$ cat config.mk
export PLATFORM = sky130hd
export DESIGN_NAME = pcr_regs
export DESIGN_NICKNAME = d
export VERILOG_FILES = /design/src/pcr_pkg.sv /design/src/pcr_regs.sv /design/src/pcr_remap.sv
export SDC_FILE = /design/constraint.sdc
export NUM_CORES = 1
export LEC_CHECK = 0
export ABC_AREA = 1
export BUFFER_PORTS_ARGS = -buffer_cell sky130_fd_sc_hd__buf_2
export CAP_MARGIN = 5
export CORE_MARGIN = 5
export CORE_UTILIZATION = 45
export DETAILED_ROUTE_END_ITERATION = 6
export HOLD_SLACK_MARGIN = 0.12
export PLACE_DENSITY = 0.86
export SYNTH_ARGS = -nofsm -noshare
export SYNTH_HDL_FRONTEND = slang
export SYNTH_SLANG_ARGS = --single-unit
$ cat constraint.sdc
create_clock -name hclk -period 1.3 [get_ports hclk]
set_input_delay 0.13 -clock hclk [delete_from_list [all_inputs] [get_ports hclk]]
set_output_delay 0.13 -clock hclk [all_outputs]
set_load 0.03 [all_outputs]
$ cat src/pcr_pkg.sv
package pcr_pkg;

   // ---------------------------------------------------------------
   // Register indices (printed offsets; byte address is index * 4)
   // ---------------------------------------------------------------
   localparam logic [7:0] PCR_IDX_CAPS   = 8'h35;  // Partner capabilities
   localparam logic [7:0] PCR_IDX_IDENT  = 8'h37;  // Partner identifier
   localparam logic [7:0] PCR_IDX_SLOT0  = 8'h39;  // Target slot 0
   localparam logic [7:0] PCR_IDX_SLOT1  = 8'h3A;  // Target slot 1
   localparam logic [7:0] PCR_IDX_SLOT2  = 8'h3B;  // Target slot 2
   localparam logic [7:0] PCR_IDX_CAPSRC = 8'h1E;  // Software caps source
   localparam logic [7:0] PCR_IDX_STAT   = 8'h50;  // Block status

   // ---------------------------------------------------------------
   // Field positions
   // ---------------------------------------------------------------
   localparam int PCR_CAP_HOLD_BIT   = 7;  // Hold partner caps
   localparam int PCR_CAP_SELFT_BIT  = 5;  // Self-test request
   localparam int PCR_CAP_PARTNER_MULTIPORT_BIT  = 4;  // Multi-port partner
   localparam int PCR_CAP_PORT_MSB   = 3;  // Port index msb
   localparam int PCR_ID_HOLD_BIT    = 0;  // Hold identifier

   // ---------------------------------------------------------------
   // Reset values
   // ---------------------------------------------------------------
   localparam logic [7:0] PCR_CAPS_RST  = 8'h00;
   localparam logic [6:0] PCR_IDENT_RST = 7'h00;  // Arbitrary neutral value
   localparam logic [6:0] PCR_SLOT_RST  = 7'h00;

   localparam int PCR_NUM_SLOTS = 3;

endpackage

$ cat src/pcr_regs.sv
// Implementation choice: the AHB-Lite interface to the registers.
`timescale 1ns/100ps
`default_nettype none

module pcr_regs
   import pcr_pkg::*;
(
   input  wire logic        hclk,
   input  wire logic        hresetn,
   input  wire logic        hsel,
   input  wire logic [11:0] haddr,
   input  wire logic [1:0]  htrans,
   input  wire logic        hwrite,
   input  wire logic [2:0]  hsize,
   input  wire logic [31:0] hwdata,
   input  wire logic        hready,
   output logic      [31:0] hrdata,
   output logic             hreadyout,
   output logic             hresp,
   input  wire logic        link_detected,
   input  wire logic        caps_rx_valid,
   input  wire logic [5:0]  caps_rx_data,
   input  wire logic        ident_rx_valid,
   input  wire logic [6:0]  ident_rx_data,
   input  wire logic [1:0]  alias_slot,
   input  wire logic        alias_hit,
   input  wire logic [6:0]  i2c_addr_in,
   output logic      [6:0]  i2c_addr_out,
   output logic             partner_selftest_request,
   output logic             partner_multiport,
   output logic      [3:0]  partner_port_index,
   output logic      [6:0]  partner_identifier
);

   // ---------------------------------------------------------------
   // Link detect synchroniser (pin from outside this domain)
   // ---------------------------------------------------------------
   logic link_meta_reg;   // First stage, read only by second
   logic link_sync_reg;   // Safe link-detect level

   always_ff @(posedge hclk or negedge hresetn) begin
      if (!hresetn) begin
         link_meta_reg <= 1'b0;
         link_sync_reg <= 1'b0;
      end else begin
         link_meta_reg <= link_detected;
         link_sync_reg <= link_meta_reg;
      end
   end

   // ---------------------------------------------------------------
   // AHB-Lite address phase capture
   // ---------------------------------------------------------------
   logic       wr_pend_reg;   // Write data phase pending
   logic       wr_pend_next;
   logic [7:0] wr_idx_reg;    // Register index of pending write
   logic [7:0] wr_idx_next;
   logic       rd_ok_reg;     // Read data phase in progress
   logic       rd_ok_next;
   logic [31:0] hrdata_reg;   // Registered read data
   logic [31:0] hrdata_next;
   logic       xfer;          // Valid transfer this cycle
   logic [7:0] a_idx;         // Index decoded from address

   // Zero-wait slave: every phase completes in one cycle
   // Limitation: read data is captured in the address phase, so a read
   // placed straight behind a write to the same register returns the
   // old value; software leaves one idle cycle between the two
   assign hreadyout = 1'b1;
   assign hresp     = 1'b0;
   assign hrdata    = hrdata_reg;
   assign xfer      = hsel && hready && htrans[1];
   assign a_idx     = haddr[9:2];

   // ---------------------------------------------------------------
   // Register state
   // ---------------------------------------------------------------
   logic [7:0] caps_reg;      // Hold, reserved, self-test, partner_multiport, port
   logic [7:0] caps_next;
   logic [5:0] caps_sw_reg;   // Software-written caps source
   logic [5:0] caps_sw_next;
   logic [6:0] ident_reg;     // Partner identifier
   logic [6:0] ident_next;
   logic       id_hold_reg;   // Identifier hold
   logic       id_hold_next;
   logic [7*PCR_NUM_SLOTS-1:0] slot_reg;   // Packed target slots
   logic [7*PCR_NUM_SLOTS-1:0] slot_next;

   // Read mux for one index
   function automatic logic [7:0] rd_mux(input logic [7:0] idx);
      logic [7:0] v;
      v = 8'h00;
      unique case (idx)
         PCR_IDX_CAPS:   v = caps_reg;
         PCR_IDX_IDENT:  v = {ident_reg, id_hold_reg};
         PCR_IDX_SLOT0:  v = {slot_reg[6:0], 1'b0};
         PCR_IDX_SLOT1:  v = {slot_reg[13:7], 1'b0};
         PCR_IDX_SLOT2:  v = {slot_reg[20:14], 1'b0};
         PCR_IDX_CAPSRC: v = {2'b00, caps_sw_reg};
         PCR_IDX_STAT:   v = {7'h00, link_sync_reg};
         default:        v = 8'h00;
      endcase
      return v;
   endfunction

   // Next-state for bus and registers
   always_comb begin
      wr_pend_next = xfer && hwrite;
      wr_idx_next  = xfer ? a_idx : wr_idx_reg;
      rd_ok_next   = xfer && !hwrite;
      hrdata_next  = hrdata_reg;
      caps_next    = caps_reg;
      caps_sw_next = caps_sw_reg;
      ident_next   = ident_reg;
      id_hold_next = id_hold_reg;
      slot_next    = slot_reg;
      // Read data registered at address phase, stands in data phase
      if (xfer && !hwrite) begin
         hrdata_next = {24'h00_0000, rd_mux(a_idx)};
      end
      // Back channel loads first; software write below overrides
      // Link-gated auto-load
      if (link_sync_reg && caps_rx_valid && !caps_reg[PCR_CAP_HOLD_BIT]) begin
         caps_next[5:0] = caps_rx_data;
      end
      if (caps_reg[PCR_CAP_HOLD_BIT]) begin
         caps_next[5:0] = caps_sw_reg;
      end
      if (link_sync_reg && ident_rx_valid && !id_hold_reg) begin
         ident_next = ident_rx_data;
      end
      if (wr_pend_reg) begin
         unique case (wr_idx_reg)
            PCR_IDX_CAPS: begin
               caps_next = hwdata[7:0];
               caps_sw_next = hwdata[5:0];
            end
            PCR_IDX_CAPSRC: caps_sw_next = hwdata[5:0];
            PCR_IDX_IDENT: begin
               ident_next   = hwdata[7:1];
               id_hold_next = hwdata[PCR_ID_HOLD_BIT];
            end
            PCR_IDX_SLOT0: slot_next[6:0]   = hwdata[7:1];
            PCR_IDX_SLOT1: slot_next[13:7]  = hwdata[7:1];
            PCR_IDX_SLOT2: slot_next[20:14] = hwdata[7:1];
            default: ;
         endcase
      end
   end

   // Register update
   always_ff @(posedge hclk or negedge hresetn) begin
      if (!hresetn) begin
         wr_pend_reg <= 1'b0;
         wr_idx_reg  <= 8'h00;
         rd_ok_reg   <= 1'b0;
         hrdata_reg  <= 32'h0000_0000;
         caps_reg    <= PCR_CAPS_RST;
         caps_sw_reg <= 6'h00;
         ident_reg   <= PCR_IDENT_RST;
         id_hold_reg <= 1'b0;
         slot_reg    <= {PCR_NUM_SLOTS{PCR_SLOT_RST}};
      end else begin
         wr_pend_reg <= wr_pend_next;
         wr_idx_reg  <= wr_idx_next;
         rd_ok_reg   <= rd_ok_next;
         hrdata_reg  <= hrdata_next;
         caps_reg    <= caps_next;
         caps_sw_reg <= caps_sw_next;
         ident_reg   <= ident_next;
         id_hold_reg <= id_hold_next;
         slot_reg    <= slot_next;
      end
   end

   // ---------------------------------------------------------------
   // Outputs
   // ---------------------------------------------------------------
   // Self-test request shown
   assign partner_selftest_request = caps_reg[PCR_CAP_SELFT_BIT];
   assign partner_multiport        = caps_reg[PCR_CAP_PARTNER_MULTIPORT_BIT];
   assign partner_port_index       = caps_reg[PCR_CAP_PORT_MSB:0];
   assign partner_identifier       = ident_reg;

   // Remapper for alias-addressed transactions
   pcr_remap #(
      .NSLOT(PCR_NUM_SLOTS)
   ) u_remap (
      .slot_addrs  (slot_reg),
      .alias_slot  (alias_slot),
      .alias_hit   (alias_hit),
      .i2c_addr_in (i2c_addr_in),
      .i2c_addr_out(i2c_addr_out)
   );

   // ---------------------------------------------------------------
   // Checks
   // ---------------------------------------------------------------
   // Software writes and frames that may legally move the checked registers
   logic caps_sw_write;   // Write to caps or its source pending
   logic slot_write;      // Write to any target slot pending
   logic caps_rx_live;    // Frame that the capability field must take

   assign caps_sw_write = wr_pend_reg
                          && (wr_idx_reg == PCR_IDX_CAPS || wr_idx_reg == PCR_IDX_CAPSRC);
   assign slot_write    = wr_pend_reg
                          && (wr_idx_reg inside {PCR_IDX_SLOT0, PCR_IDX_SLOT1, PCR_IDX_SLOT2});
   assign caps_rx_live  = link_sync_reg && caps_rx_valid
                          && !caps_reg[PCR_CAP_HOLD_BIT] && !wr_pend_reg;

   a_caps_hold_blocks: assert property (@(posedge hclk) disable iff (!hresetn)
      (caps_reg[PCR_CAP_HOLD_BIT] && !caps_sw_write)
      |=> caps_reg[5:0] == $past(caps_sw_reg))
      else $error("caps changed while held");

   a_caps_src_write: assert property (@(posedge hclk) disable iff (!hresetn)
      caps_sw_write
      |=> caps_sw_reg == $past(hwdata[5:0]))
      else $error("caps source write lost");

   a_caps_auto_load: assert property (@(posedge hclk) disable iff (!hresetn)
      caps_rx_live
      |=> caps_reg[5:0] == $past(caps_rx_data))
      else $error("caps not loaded");

   a_caps_no_link: assert property (@(posedge hclk) disable iff (!hresetn)
      (!caps_reg[PCR_CAP_HOLD_BIT] && !(link_sync_reg && caps_rx_valid) && !wr_pend_reg)
      |=> $stable(caps_reg[5:0]))
      else $error("caps moved without a frame");

   a_caps_drop_held: assert property (@(posedge hclk) disable iff (!hresetn)
      (caps_reg[PCR_CAP_HOLD_BIT] && link_sync_reg && caps_rx_valid && !caps_sw_write)
      |=> caps_reg[5:0] == $past(caps_sw_reg))
      else $error("frame taken while held");

   a_selftest_out: assert property (@(posedge hclk) disable iff (!hresetn)
      caps_rx_live
      |=> partner_selftest_request == $past(caps_rx_data[PCR_CAP_SELFT_BIT]))
      else $error("self-test request wrong");

   a_multiport_out: assert property (@(posedge hclk) disable iff (!hresetn)
      caps_rx_live
      |=> partner_multiport == $past(caps_rx_data[PCR_CAP_PARTNER_MULTIPORT_BIT]))
      else $error("partner type wrong");

   a_port_out: assert property (@(posedge hclk) disable iff (!hresetn)
      caps_rx_live
      |=> partner_port_index == $past(caps_rx_data[PCR_CAP_PORT_MSB:0]))
      else $error("port index wrong");

   a_ident_load: assert property (@(posedge hclk) disable iff (!hresetn)
      (link_sync_reg && ident_rx_valid && !id_hold_reg && !wr_pend_reg)
      |=> partner_identifier == $past(ident_rx_data))
      else $error("identifier not loaded");

   a_ident_hold: assert property (@(posedge hclk) disable iff (!hresetn)
      (id_hold_reg && !wr_pend_reg)
      |=> $stable(ident_reg))
      else $error("identifier changed while held");

   a_ident_write: assert property (@(posedge hclk) disable iff (!hresetn)
      (wr_pend_reg && wr_idx_reg == PCR_IDX_IDENT)
      |=> {ident_reg, id_hold_reg} == $past(hwdata[7:0]))
      else $error("identifier write lost");

   a_remap_slot: assert property (@(posedge hclk) disable iff (!hresetn)
      (alias_hit && alias_slot == 2'd1)
      |-> i2c_addr_out == slot_reg[13:7])
      else $error("remap wrong");

   a_remap_miss: assert property (@(posedge hclk) disable iff (!hresetn)
      !alias_hit
      |-> i2c_addr_out == i2c_addr_in)
      else $error("address changed without a hit");

   a_slot_write: assert property (@(posedge hclk) disable iff (!hresetn)
      (wr_pend_reg && wr_idx_reg == PCR_IDX_SLOT0)
      |=> slot_reg[6:0] == $past(hwdata[7:1]))
      else $error("slot write lost");

   a_slot_stable: assert property (@(posedge hclk) disable iff (!hresetn)
      !slot_write
      |=> $stable(slot_reg))
      else $error("slot changed without a write");

   a_read_slot: assert property (@(posedge hclk) disable iff (!hresetn)
      (xfer && !hwrite && a_idx == PCR_IDX_SLOT1)
      |=> rd_ok_reg && hrdata == {24'h00_0000, $past(slot_reg[13:7]), 1'b0})
      else $error("slot read wrong");

endmodule

`default_nettype wire

$ cat src/pcr_remap.sv
`timescale 1ns/100ps
`default_nettype none

// Alias-to-target remapper: pure lookup, no state
module pcr_remap
   import pcr_pkg::*;
#(
   parameter int NSLOT = PCR_NUM_SLOTS
) (
   input  wire logic [7*NSLOT-1:0] slot_addrs,
   input  wire logic [1:0]         alias_slot,
   input  wire logic               alias_hit,
   input  wire logic [6:0]         i2c_addr_in,
   output logic      [6:0]         i2c_addr_out
);

   // Slot select is two bits wide, so no more than four slots fit
   if (NSLOT < 1 || NSLOT > 4) begin
      $error("pcr_remap: NSLOT must lie between 1 and 4");
   end

   // ---------------------------------------------------------------
   // Address replacement
   // ---------------------------------------------------------------
   // alias swaps address
   always_comb begin
      i2c_addr_out = i2c_addr_in;
      if (alias_hit && (int'(alias_slot) < NSLOT)) begin
         i2c_addr_out = slot_addrs[7*alias_slot +: 7];
      end
   end

endmodule

`default_nettype wire

After elaboration in Yosys (flattened, before gate mapping):

Cells that the tools add are included.

* multiply operators: 1
* $lt $le $gt $ge: 1
* eq/ne operators: 13
* shifts and indexed selects: 1
* muxes and demuxes: 9
* reductions and logical operators: 19

Operator list (number)
* == test 8 x 6 -> 1 bit, second input constant: 10
* case mux 8 bit (7 select lines): 1
* 2-to-1 mux 7 bit: 4
* 2-to-1 mux 6 bit: 4
* variable part select 21 x 6 -> 7 bit: 1
* == test 8 x 5 -> 1 bit, second input constant: 2
* AND reduction 2 bit: 6
* logical AND 1 bit: 9
* == test 8 x 7 -> 1 bit, second input constant: 1
* multiplier 3 x 2 -> 5 bit, first input constant: 1
* zero test 1 bit: 3
* less-than comparator 2 bit, second input constant: 1
* OR reduction 2 bit: 1

* register bits after elaboration: 62
* input bits: 80
* output and inout port bits: 54
* logic and storage cells: 57

Depth between registers and ports, before layout:

Gate-level depths: netlist of run 1.

* depth after elaboration: 6
* depth in mapped cells: 10
* gate-level depth less buffers: 9

By module:

From an unflattened synthesis of run 1, not the netlist that was laid out.

* cells, all modules: 523
* area total of the unflattened synthesis: 3844.9 um2

By module, submodules not included
* pcr_regs: times used 1, cells an instance 447, area an instance 3525.9 um2, sequential area each 1551.5 um2
* pcr_remap: times used 1, cells an instance 76, area an instance 319.1 um2, sequential area each 0.0 um2

Least setup slack after synthesis of run 1:

Ideal clock, no wire load.

* path type: input-to-output
* start: input alias_slot[1]
* end: output i2c_addr_out[3]
* arrival time: 1258 ps
* data required time: 1170 ps
* setup slack: -88 ps
* cell stages on the path: 5
* buffers on the path: 2
* cell sequence: buf_2 a21boi_2 buf_2 nor2_1 a31oi_1

* word-level cells in the longest chain between the ends: 3
* elaborated cells on any way between the ends: 5
* classes of those cells: 1 x mul; 1 x order compare; 1 x shift; 1 x mux; 1 x reduce/logical

Ends and longest elaborated chain
* start: declaration: line pcr_regs.sv:25 `input wire logic [1:0] alias_slot,`
* multiplier 3 x 2 -> 5 bit or less-than comparator 2 bit (tied branches): line pcr_remap.sv:29, pcr_remap.sv:28
* variable part select 21 x 6 -> 7 bit or logical AND 1 bit (tied branches): line pcr_remap.sv:29, pcr_remap.sv:28
* 2-to-1 mux 7 bit *: line pcr_remap.sv:28 `if (alias_hit && (int'(alias_slot) < NSLOT)) begin`
* end: declaration: line pcr_regs.sv:28 `output logic [6:0] i2c_addr_out,`

Every way passes the cells marked *; elsewhere a longest branch is shown, timed or not.

Final worst setup path of run 1:

* start: register wr_idx_reg[0]
* end: register ident_reg[3] (netlist: partner_identifier[3])

* word-level cells in the longest chain between the ends: 3

Ends and longest elaborated chain
* start: declaration: line pcr_regs.sv:56 `logic [7:0] wr_idx_reg;`
* start signal: assignment: line pcr_regs.sv:165 `wr_idx_reg <= wr_idx_next;`
* == test 8 x 6 -> 1 bit: line pcr_regs.sv:133 `unique case (wr_idx_reg)`
* 2-to-1 mux 7 bit: line pcr_regs.sv:133
* 2-to-1 mux 7 bit: line pcr_regs.sv:132 `if (wr_pend_reg) begin`
* via ident_next[3]: line pcr_regs.sv:83 `logic [6:0] ident_next;`
* end signal: assignment: line pcr_regs.sv:170 `ident_reg <= ident_next;`
* end: declaration: line pcr_regs.sv:82 `logic [6:0] ident_reg;`

The timed path passes the listed nets, and every way through them passes these cells.
A chain may end at the register's enable or synchronous reset.

==> flow_summary.ini, run 1 <==
[floorplanning]
die_width_um = 100
dieArea_mm2 = 0.0100
die_h_um = 100
rows = 33
initial_utilization_pct = 45.3
io_pins = 134
core_mm2 = 0.00809

[global_route]
antenna_found_initial = 0
first_global_vias = 3665
gr-total-overflow = 0
grt_usage_pct = 22.4
grt_pass1_wl_mm = 17.8
grt_max_degree = 63

[power_and_ir_drop]
swShare_pct = 29.3
ir_worst_vdd_uv = 645
switchingPower_uw = 1600
comb_power_share_pct = 18.7
pwr-share-seq_pct = 39.0
powerDensity_mw_per_mm2 = 1020
leakage_uw = 0.00269
internal_power_uw = 3850
p_clk_share_pct = 42.4

[clocking]
clkTransAtPathRegs_ps = 80
clkSinkCount = 62
cts_tree = yes
cts_buffers = 9
cts.htree.levels = 3
cts_root_buffer = clkbuf_8
insertion_delay_ps = 350
clock_path_buffers = 2

[placed_design]
routabilityCongestion = 0.924
dp_hpwl_mm = 7.30
numPortBuffers = 75
place_ws_ps = -78.7
place_inst = 663

[worst_setup_path]
reg2reg_slack_ps = -190
crit_arrival_ps = 1710
crit_path_max_fanout = 8
endpoint_kind = flip-flop
worst-setup-path-type = flip-flop to flip-flop
worstSetupStartpointType = flip-flop
cp.required_ps = 1520

[route]
firstDrtPassIters = 6
vias_per_cell = 5.47
ant_nets = 0
drt_wl_total_mm = 12.2
via_count = 3955
drt_iter0_drc = 478
avgRoutedWirePerCell_um = 16.9
drc = 0

[status]
outcome = finished, violations left
violations = negative setup slack

[synth]
synth_area_mm2 = 0.00366
synth.distinct_cells = 28
synth.area.top_cells = dfrtp_1 42%, nand2_1 13%, buf_4 6.6%
yosysWarnings = 0
netlist.area_leader.share_pct = 42.3
ys_ff_latch = 62
yosysSeqAreaShare_pct = 42.3
yosysTopAreaCell = dfrtp_1
postSynthCellCount = 484
syn_avg_cell_area_um2 = 7.57

[timing]
final.setup.worst_slack_ps = -188
fmax_mhz = 672
setup_tns_ps = -4830
timing.hold.ws_ps = 150
slew_violations = 0
min_period_ps = 1490
grt_setup_unrepaired = true
fin_crit_sh_pct = 114
hold_viol = 0
finClkSkew_ps = 12.8
setup_viol = 47

[layout]
drive_gt1_share_pct = 38.2
fin_cells = 723
mostFrequentLayoutCells = 97 x nand2_1, 68 x buf_2, 61 x dfrtp_1, 52 x nor2_1, 38 x inv_1
nets = 693
multi_input_area_mm2 = 0.00207
largest_reg_flops = 21
nFillCells = 585
area_growth_pct = 45.3
num_antenna_cells = 0
seq_area_mm2 = 0.00155
layout_commonest_cell = nand2_1

[job]
maxCapViolations = 0

[min_path]
hp-class = input pin to flip-flop
through the flow:
step / area (um2) / total power (uW) / util, %
after floorplan: 3750 / 2710 / -
after global placement: 4160 / 2910 / 51.4
after detailed placement: 4160 / 2930 / 51.4
after CTS: 4970 / 5320 / 61.4
after global routing: 5330 / 5640 / 65.8
final: 5330 / 5450 / 65.8
cell type report:
type | instances | area share, %
Clock buffer | 9 | 2.33
Clock inverter | 7 | 2.75
Inverter | 46 | 3.29
Multi-Input combinational cell | 355 | 38.9
Sequential cell | 62 | 29.2
Tap cell | 105 | 2.47
Timing Repair Buffer | 139 | 21.1
power groups by stage:
stage	registers, uW	clock network [uW]	logic [uW]
2_1_floorplan	2160	0	542
3_3_place_gp	2140	0	770
3_5_place_dp	2140	0	786
4_1_cts	2110	2290	918
5_1_grt	2130	2420	1090
6_report	2120	2310	1020
kinds of logic after synthesis:
family,Yosys count,synth area share [%]
buffers and inverters,92,13.8
flip-flops,62,42.3
AND/OR/NAND/NOR,246,30.1
AO/OA/AOI/OAI,82,13.6
other,2,0.205
path summary, 6_finish.rpt:
check | start | to | cells after the start
max | wr_idx_reg[0] | partner_identifier[3] | 8
min | haddr[2] | wr_idx_reg[0] | 3
max reg2reg | wr_idx_reg[0] | partner_identifier[3] | 8
min reg2reg | link_meta_reg | link_sync_reg | 0
max in group asynchronous | hresetn | caps_reg[1] | 3
min in group asynchronous | hresetn | wr_pend_reg | 3
cells in the mapped netlist, drive strengths merged:
cell / count
a31oi: 13
dfrtp: 62
nor2: 64
a21oi: 1
nand3: 42
conb: 2
nand2: 133
a21boi: 1
clkbuf: 2
nor3: 5
o21ai: 67
nand4: 1
nand3b: 1
buf: 44
inv: 46
per-layer routing:
layer | wire length (um) | share of wire [%] | GRT usage (%) | vias to the layer above
met1 | 4660 | 38 | 28.3 | 1829
met4 | 588 | 4.8 | 7.98 | 0
met2 | 5750 | 47 | 36.7 | 294
met5 | 0 | 0 | 0 | -
li1 | - | - | - | 1759
met3 | 1200 | 9.9 | 6.25 | 73
what timing repair did:
item / in CTS / in global routing
cloned: 2 / 3
hold endpoints to repair: 85 / 0
endpoints found under the setup margin: 31 / 50
buffers inserted: 16 / 5
hold buffers: 18 / 0
pin swaps: 17 / 21
resized for setup: 49 / 64
worst max-delay path, cell delays in order (launching register included):
cell,delay [ps]
dfrtp_1,410
inv_2,80
buf_6,120
nor3_4,160
buf_4,160
nand3_4,130
buf_12,190
nand2_4,60
o21ai_2,50
(Power assumes the default switching activity.)
==> inputs of run 2 (changes only) <==
--- a/config.mk
+++ b/config.mk
@@ -5,14 +5,13 @@
 export SDC_FILE = /design/constraint.sdc
 export NUM_CORES = 1
 export LEC_CHECK = 0
-export ABC_AREA = 1
 export BUFFER_PORTS_ARGS = -buffer_cell sky130_fd_sc_hd__buf_2
 export CAP_MARGIN = 5
 export CORE_MARGIN = 5
-export CORE_UTILIZATION = 45
+export CORE_UTILIZATION = 50
 export DETAILED_ROUTE_END_ITERATION = 6
 export HOLD_SLACK_MARGIN = 0.12
-export PLACE_DENSITY = 0.86
+export PLACE_DENSITY = 0.9
 export SYNTH_ARGS = -nofsm -noshare
 export SYNTH_HDL_FRONTEND = slang
 export SYNTH_SLANG_ARGS = --single-unit
==> constraint.sdc (replaced) <==
create_clock -name hclk -period 1.6 [get_ports hclk]
set_input_delay 0.24 -clock hclk [delete_from_list [all_inputs] [get_ports hclk]]
set_output_delay 0.24 -clock hclk [all_outputs]
set_load 0.03 [all_outputs]
==> run 2 against run 1 <==
  * Sequential share of layout area up 4.8 points
  * Sequential power down 14%
  * Final cell count is 28% lower
  * Register-to-register slack gained 60 ps
  * Largest cell class unchanged
  * Combinational power is essentially flat
  * Critical path depth fell by 3
  * The flow still finishes with violations (negative setup slack)
  * Maximum frequency fell by 14%
  * Power down 25%
  * Clock skew down 7.3 ps
  * Clock power down 46%
  * Global-route usage up 0.94 points
==> flow_summary.ini, run 2 <==
[worst_setup_path]
rr_endpoint = slot_reg[12]
r2r_start = wr_idx_reg[6]
endpoint_kind = flip-flop
cp.required_ps = 1830
reg2reg_slack_ps = -130
worst-setup-path-type = flip-flop to flip-flop
worstSetupStartpointType = flip-flop
r2r_cells = 5
crit_arrival_ps = 1960
crit_path_max_fanout = 7

[power_and_ir_drop]
powerDensity_mw_per_mm2 = 892
leakage_uw = 0.00223
power_uw = 4070
ir_worst_vdd_uv = 388

[floorplanning]
die_h_um = 95.0
die_width_um = 95.0
dieArea_mm2 = 0.00902
core_mm2 = 0.00714
io_pins = 134
rows = 31
initial_utilization_pct = 50.6

[route]
ant_nets = 0
drt_wl_total_mm = 10.5
drt_iter0_drc = 363
firstDrtPassIters = 6
avgRoutedWirePerCell_um = 20.2
via_count = 3103
vias_per_cell = 5.97
drc = 0

[synth]
yosysTopAreaCell = dfrtp_1
synth_area_mm2 = 0.00361
yosys-top-cells-count = 62 x dfrtp_1, 60 x mux2_2, 30 x buf_4
synth_edf_count = 0
ys_async_sr_fraction_pct = 100
yosysWarnings = 0
syn_avg_cell_area_um2 = 11.6
synth.area.top_cells = dfrtp_1 43%, mux2_2 19%, buf_4 6.2%
postSynthCellCount = 311
netlist.area_leader.share_pct = 43.0
yosysSeqAreaShare_pct = 43.0
synth.distinct_cells = 48
synth_ff_type = dfrtp_1
yosysMostFrequentCell = dfrtp_1
ys_ff_latch = 62

[timing]
fin_crit_sh_pct = 108
setup_tns_ps = -3250
setup_viol = 45
final.setup.worst_slack_ps = -125
min_period_ps = 1730
hold_viol = 0
fmax_mhz = 580
slew_violations = 0
finClkSkew_ps = 5.50
grt_setup_unrepaired = true

[job]
maxCapViolations = 0

[layout]
largest_reg_flops = 21
layout_commonest_cell = buf_2
mostFrequentLayoutCells = 68 x buf_2, 62 x dfrtp_1, 37 x mux2_2, 32 x buf_4, 26 x conb_1
area_growth_pct = 26.5
drive_gt1_share_pct = 46.9
nets = 496
nFillCells = 495

[placed_design]
dp_hpwl_mm = 7.14
routabilityCongestion = 0.941
numPortBuffers = 75

[clocking]
clock_path_buffers = 2
cts_buffers = 9
cts_root_buffer = clkbuf_8
cts.htree.levels = 3
clkTransAtPathRegs_ps = 70
cts_tree = yes
insertion_delay_ps = 350
clkSinkCount = 62

[status]
outcome = finished, violations left
violations = negative setup slack

[global_route]
antenna_found_initial = 1
grt_max_degree = 63
gr-total-overflow = 0
grt_pass1_wl_mm = 15.6
grt_usage_pct = 23.3
first_global_vias = 3073

[min_path]
holdCritStartpoint = hwdata[0]
hold_end = id_hold_reg
whs_path_depth = 2
hp-class = input pin to flip-flop
## run 2: kinds of logic (layout without fill, tap and decap cells)
logic type                Yosys count  in the layout  synth area share (%)
and+or+nand+nor                    66             66                  12.7
other                               2             27                 0.208
xor gates and xnor gates            1              1                 0.243
DFF                                62             62                  43.0
AOI/OAI and AO/OA                  52             52                  10.7
buffers and inverters              47            132                  8.56
muxes                              81             81                  24.6
## run 2: report_power, final
group          switching, uW  internal (uW)  leakage [uW]
clock                    600            638     0.0000865
combinational            601            403       0.00136
sequential               123           1710      0.000789
## run 2: worst max-delay path by stage
stage / depth (start not counted) / end / slack (ps) / startpoint
after floorplan: 4 / caps_reg[0] / 20 / wr_idx_reg[7]
after global placement: 4 / caps_reg[4] / -170 / wr_idx_reg[7]
after detailed placement: 4 / caps_reg[7] / -230 / wr_idx_reg[7]
after CTS: 5 / slot_reg[11] / -110 / wr_idx_reg[6]
after global routing: 5 / slot_reg[8] / -180 / wr_idx_reg[6]
final: 5 / slot_reg[12] / -130 / wr_idx_reg[6]
## run 2: per-stage QoR
stage	worst slack, ps	utilization [%]	instance area [um2]	std cells	hold slack (ps)
floorplan	16.0	-	3700	335	-55.6
global placement	-168	57.6	4110	490	268
detailed placement	-230	57.6	4110	490	276
CTS	-109	62.2	4440	512	144
global route	-184	64.0	4570	520	165
finish	-125	64.0	4570	520	162
## run 2: cell type report
type | instances | area [um2] | share of cell area [%]
clock inverter | 1 | 5.00 | 0.110
clock buffer | 14 | 163 | 3.56
antenna | 1 | 2.50 | 0.0548
multi-input combinational | 226 | 1970 | 43.2
timing repair buffer | 110 | 721 | 15.8
sequential | 62 | 1550 | 34.0
tap | 99 | 124 | 2.71
inverter | 7 | 26.3 | 0.575
## run 2: critical path, cell delays in order, from the launching register on
cell      delay (ps)
dfrtp_1          400
nor3b_4          270
nand4b_2         220
nor3_4           220
buf_12           160
mux2_2           340
## run 2: per-layer routing
layer | part of all wire [%] | track usage (%)
met2 | 49 | 40.1
met3 | 7.3 | 4.06
met4 | 5.8 | 15.3
met1 | 38 | 26.5
met5 | 0 | 0
## run 2: what timing repair did
item                       4_1_cts  5_1_grt
setup endpoints to repair       41       50
setup buffers                    4        7
hold endpoints to repair        64        0
hold buffers                     3        0
gates resized for setup         23       20
pin swaps                        4        3
==> inputs of run 3 (changes only) <==
--- a/config.mk
+++ b/config.mk
@@ -5,6 +5,7 @@
 export SDC_FILE = /design/constraint.sdc
 export NUM_CORES = 1
 export LEC_CHECK = 0
+export ABC_AREA = 1
 export BUFFER_PORTS_ARGS = -buffer_cell sky130_fd_sc_hd__buf_2
 export CAP_MARGIN = 5
 export CORE_MARGIN = 5
==> run 3 against run 2 <==
  * The run now ends clean
  * Clock power grew 24%
  * Highest routed layer unchanged
  * Die area grew 1.4%
  * Global-route usage shrank 1.4 points
  * Sequential power shrank 7%
  * Critical endpoint is now i2c_addr_out[5]
  * Power shrank 4.2%
==> flow_summary.ini, run 3 (synthesized netlist as in run 1, its figures left out) <==
[status]
outcome = completed

[worst_setup_path]
cp_slowest_cell = dfrtp_1
cpPeakStageDelay_ps = 400
cp_common_cell = nor2_1
r2r_start = wr_idx_reg[6]
path_delay_family = flip-flops
worst-setup-path-type = flip-flop to output port
crit_path_max_fanout = 3
rr_endpoint = slot_reg[13]
cp.depth = 5
crit_chain = nor2_1 -> nor2_1 -> o21ai_1 -> a31oi_1 -> buf_4
r2r_cells = 6
crit_arrival_ps = 1340
cp_num_buf_inv = 1
endpoint_kind = output port
worstSetupStartpointType = flip-flop
cp.required_ps = 1360
reg2reg_slack_ps = 180

[job]
maxCapViolations = 0

[min_path]
hp-class = input pin to flip-flop
hold_end = caps_sw_reg[3]
holdCritStartpoint = hwdata[3]
whs_path_depth = 3

[timing]
setup_viol = 0
timing.hold.ws_ps = 133
setup_tns_ps = 0
grt_setup_unrepaired = true
min_period_ps = 1580
fin_crit_sh_pct = 98.5
fmax_mhz = 635
finClkSkew_ps = 11.0
slew_violations = 0
hold_viol = 0

[layout]
layout_commonest_cell = nand2_1
final_util_pct = 60.2
largest_reg_flops = 21
drive_gt1_share_pct = 27.0
nets = 646
num_antenna_cells = 0
mostFrequentLayoutCells = 124 x nand2_1, 68 x buf_2, 62 x dfrtp_1, 57 x nor2_1, 40 x inv_1
area_growth_pct = 17.8

[route]
firstDrtPassIters = 5
vias_per_cell = 5.23
ant_nets = 0
drt_iter0_drc = 314
via_count = 3504
drt_wl_total_mm = 9.55
avgRoutedWirePerCell_um = 14.3
drc = 0

[global_route]
first_global_vias = 3181
antenna_found_initial = 0
gr-total-overflow = 0
grt_usage_pct = 22.0
grt_pass1_wl_mm = 15.2
grt_max_degree = 63

[floorplanning]
dieArea_mm2 = 0.00914
die_h_um = 95.6
rows = 31
initial_utilization_pct = 51.1
core_mm2 = 0.00718
io_pins = 134
die_width_um = 95.6

[placed_design]
routabilityCongestion = 0.912
numPortBuffers = 75
dp_hpwl_mm = 7.08

[clocking]
cts.htree.levels = 3
clkTransAtPathRegs_ps = 80
cts_buffers = 9
clkSinkCount = 62
cts_root_buffer = clkbuf_8
insertion_delay_ps = 360
cts_tree = yes
clock_path_buffers = 2

[power_and_ir_drop]
powerDensity_mw_per_mm2 = 903
power_uw = 3900
leakage_uw = 0.00233
ir_worst_vdd_uv = 502
## run 3: cell count changes in the layout (fill, tap and decap cells not counted), moves of 9 or more
cell,before,now
nand2_1,13,124
nor2_1,14,57
mux2_2,37,0
nand3_1,1,36
inv_1,7,40
o21ai_1,0,28
mux2_4,24,0
mux2i_1,20,0
o21ai_0,8,27
o21ai_2,0,12
buf_4,32,22
a22o_1,9,0
a31oi_1,1,10
nand2_2,0,9
## run 3: layout make-up
| class | instances | area, um2 |
|---|---|---|
| flip-flops and latches | 62 | 1550 |
| fillers | 629 | 2860 |
| multi-input cells | 354 | 1700 |
| inverters | 46 | 173 |
| repair buffers | 93 | 546 |
| well taps | 99 | 124 |
| clock buffers | 9 | 124 |
| clock inverters | 7 | 97.6 |
## run 3: stage by stage
stage,setup WS (ps),instances,area [um2]
final,24.7,670,4320
after global routing,-37.3,670,4320
after CTS,27.8,663,4240
after detailed placement,-197,645,4000
after global placement,-126,645,4000
after floorplan,-8.13,508,3750
## run 3: worst register-to-register path, cell delays in order, from the launching register on
cell	delay, ps
dfrtp_1	380
inv_1	50
nand2_1	90
nor2_4	220
nand3_2	330
nand2_1	160
o21ai_1	80
## run 3: worst max path at each step
stage | to | startpoint | slack (ps)
2_1_floorplan | i2c_addr_out[3] | alias_slot[1] | -8
3_3_place_gp | hrdata[0] | haddr[5] | -130
3_5_place_dp | hrdata[2] | haddr[5] | -200
4_1_cts | i2c_addr_out[3] | slot_reg[3] | 30
5_1_grt | i2c_addr_out[6] | slot_reg[6] | -40
6_report | i2c_addr_out[5] | slot_reg[5] | 20
## run 3: repair_timing
item,in CTS,in global routing
setup buffers,0,7
hold buffers,2,0
endpoints found under the hold margin,63,0
resized for setup,0,20
setup endpoints to repair,0,11
## run 3: where the power goes
| group | leakage, uW | internal, uW | switching (uW) | total, uW |
|---|---|---|---|---|
| Sequential | 0.000661 | 1650 | 69.7 | 1710 |
| Clock | 0.000106 | 880 | 660 | 1540 |
| Combinational | 0.00156 | 192 | 452 | 644 |
## run 3: layer usage
layer | routed length, um | GRT usage [%] | up-vias
met1 | 3790 | 28.3 | 1583
met3 | 1010 | 4.97 | 41
li1 | - | - | 1661
met2 | 4370 | 34.5 | 219
met4 | 375 | 11.3 | 0
met5 | 0 | 0 | -
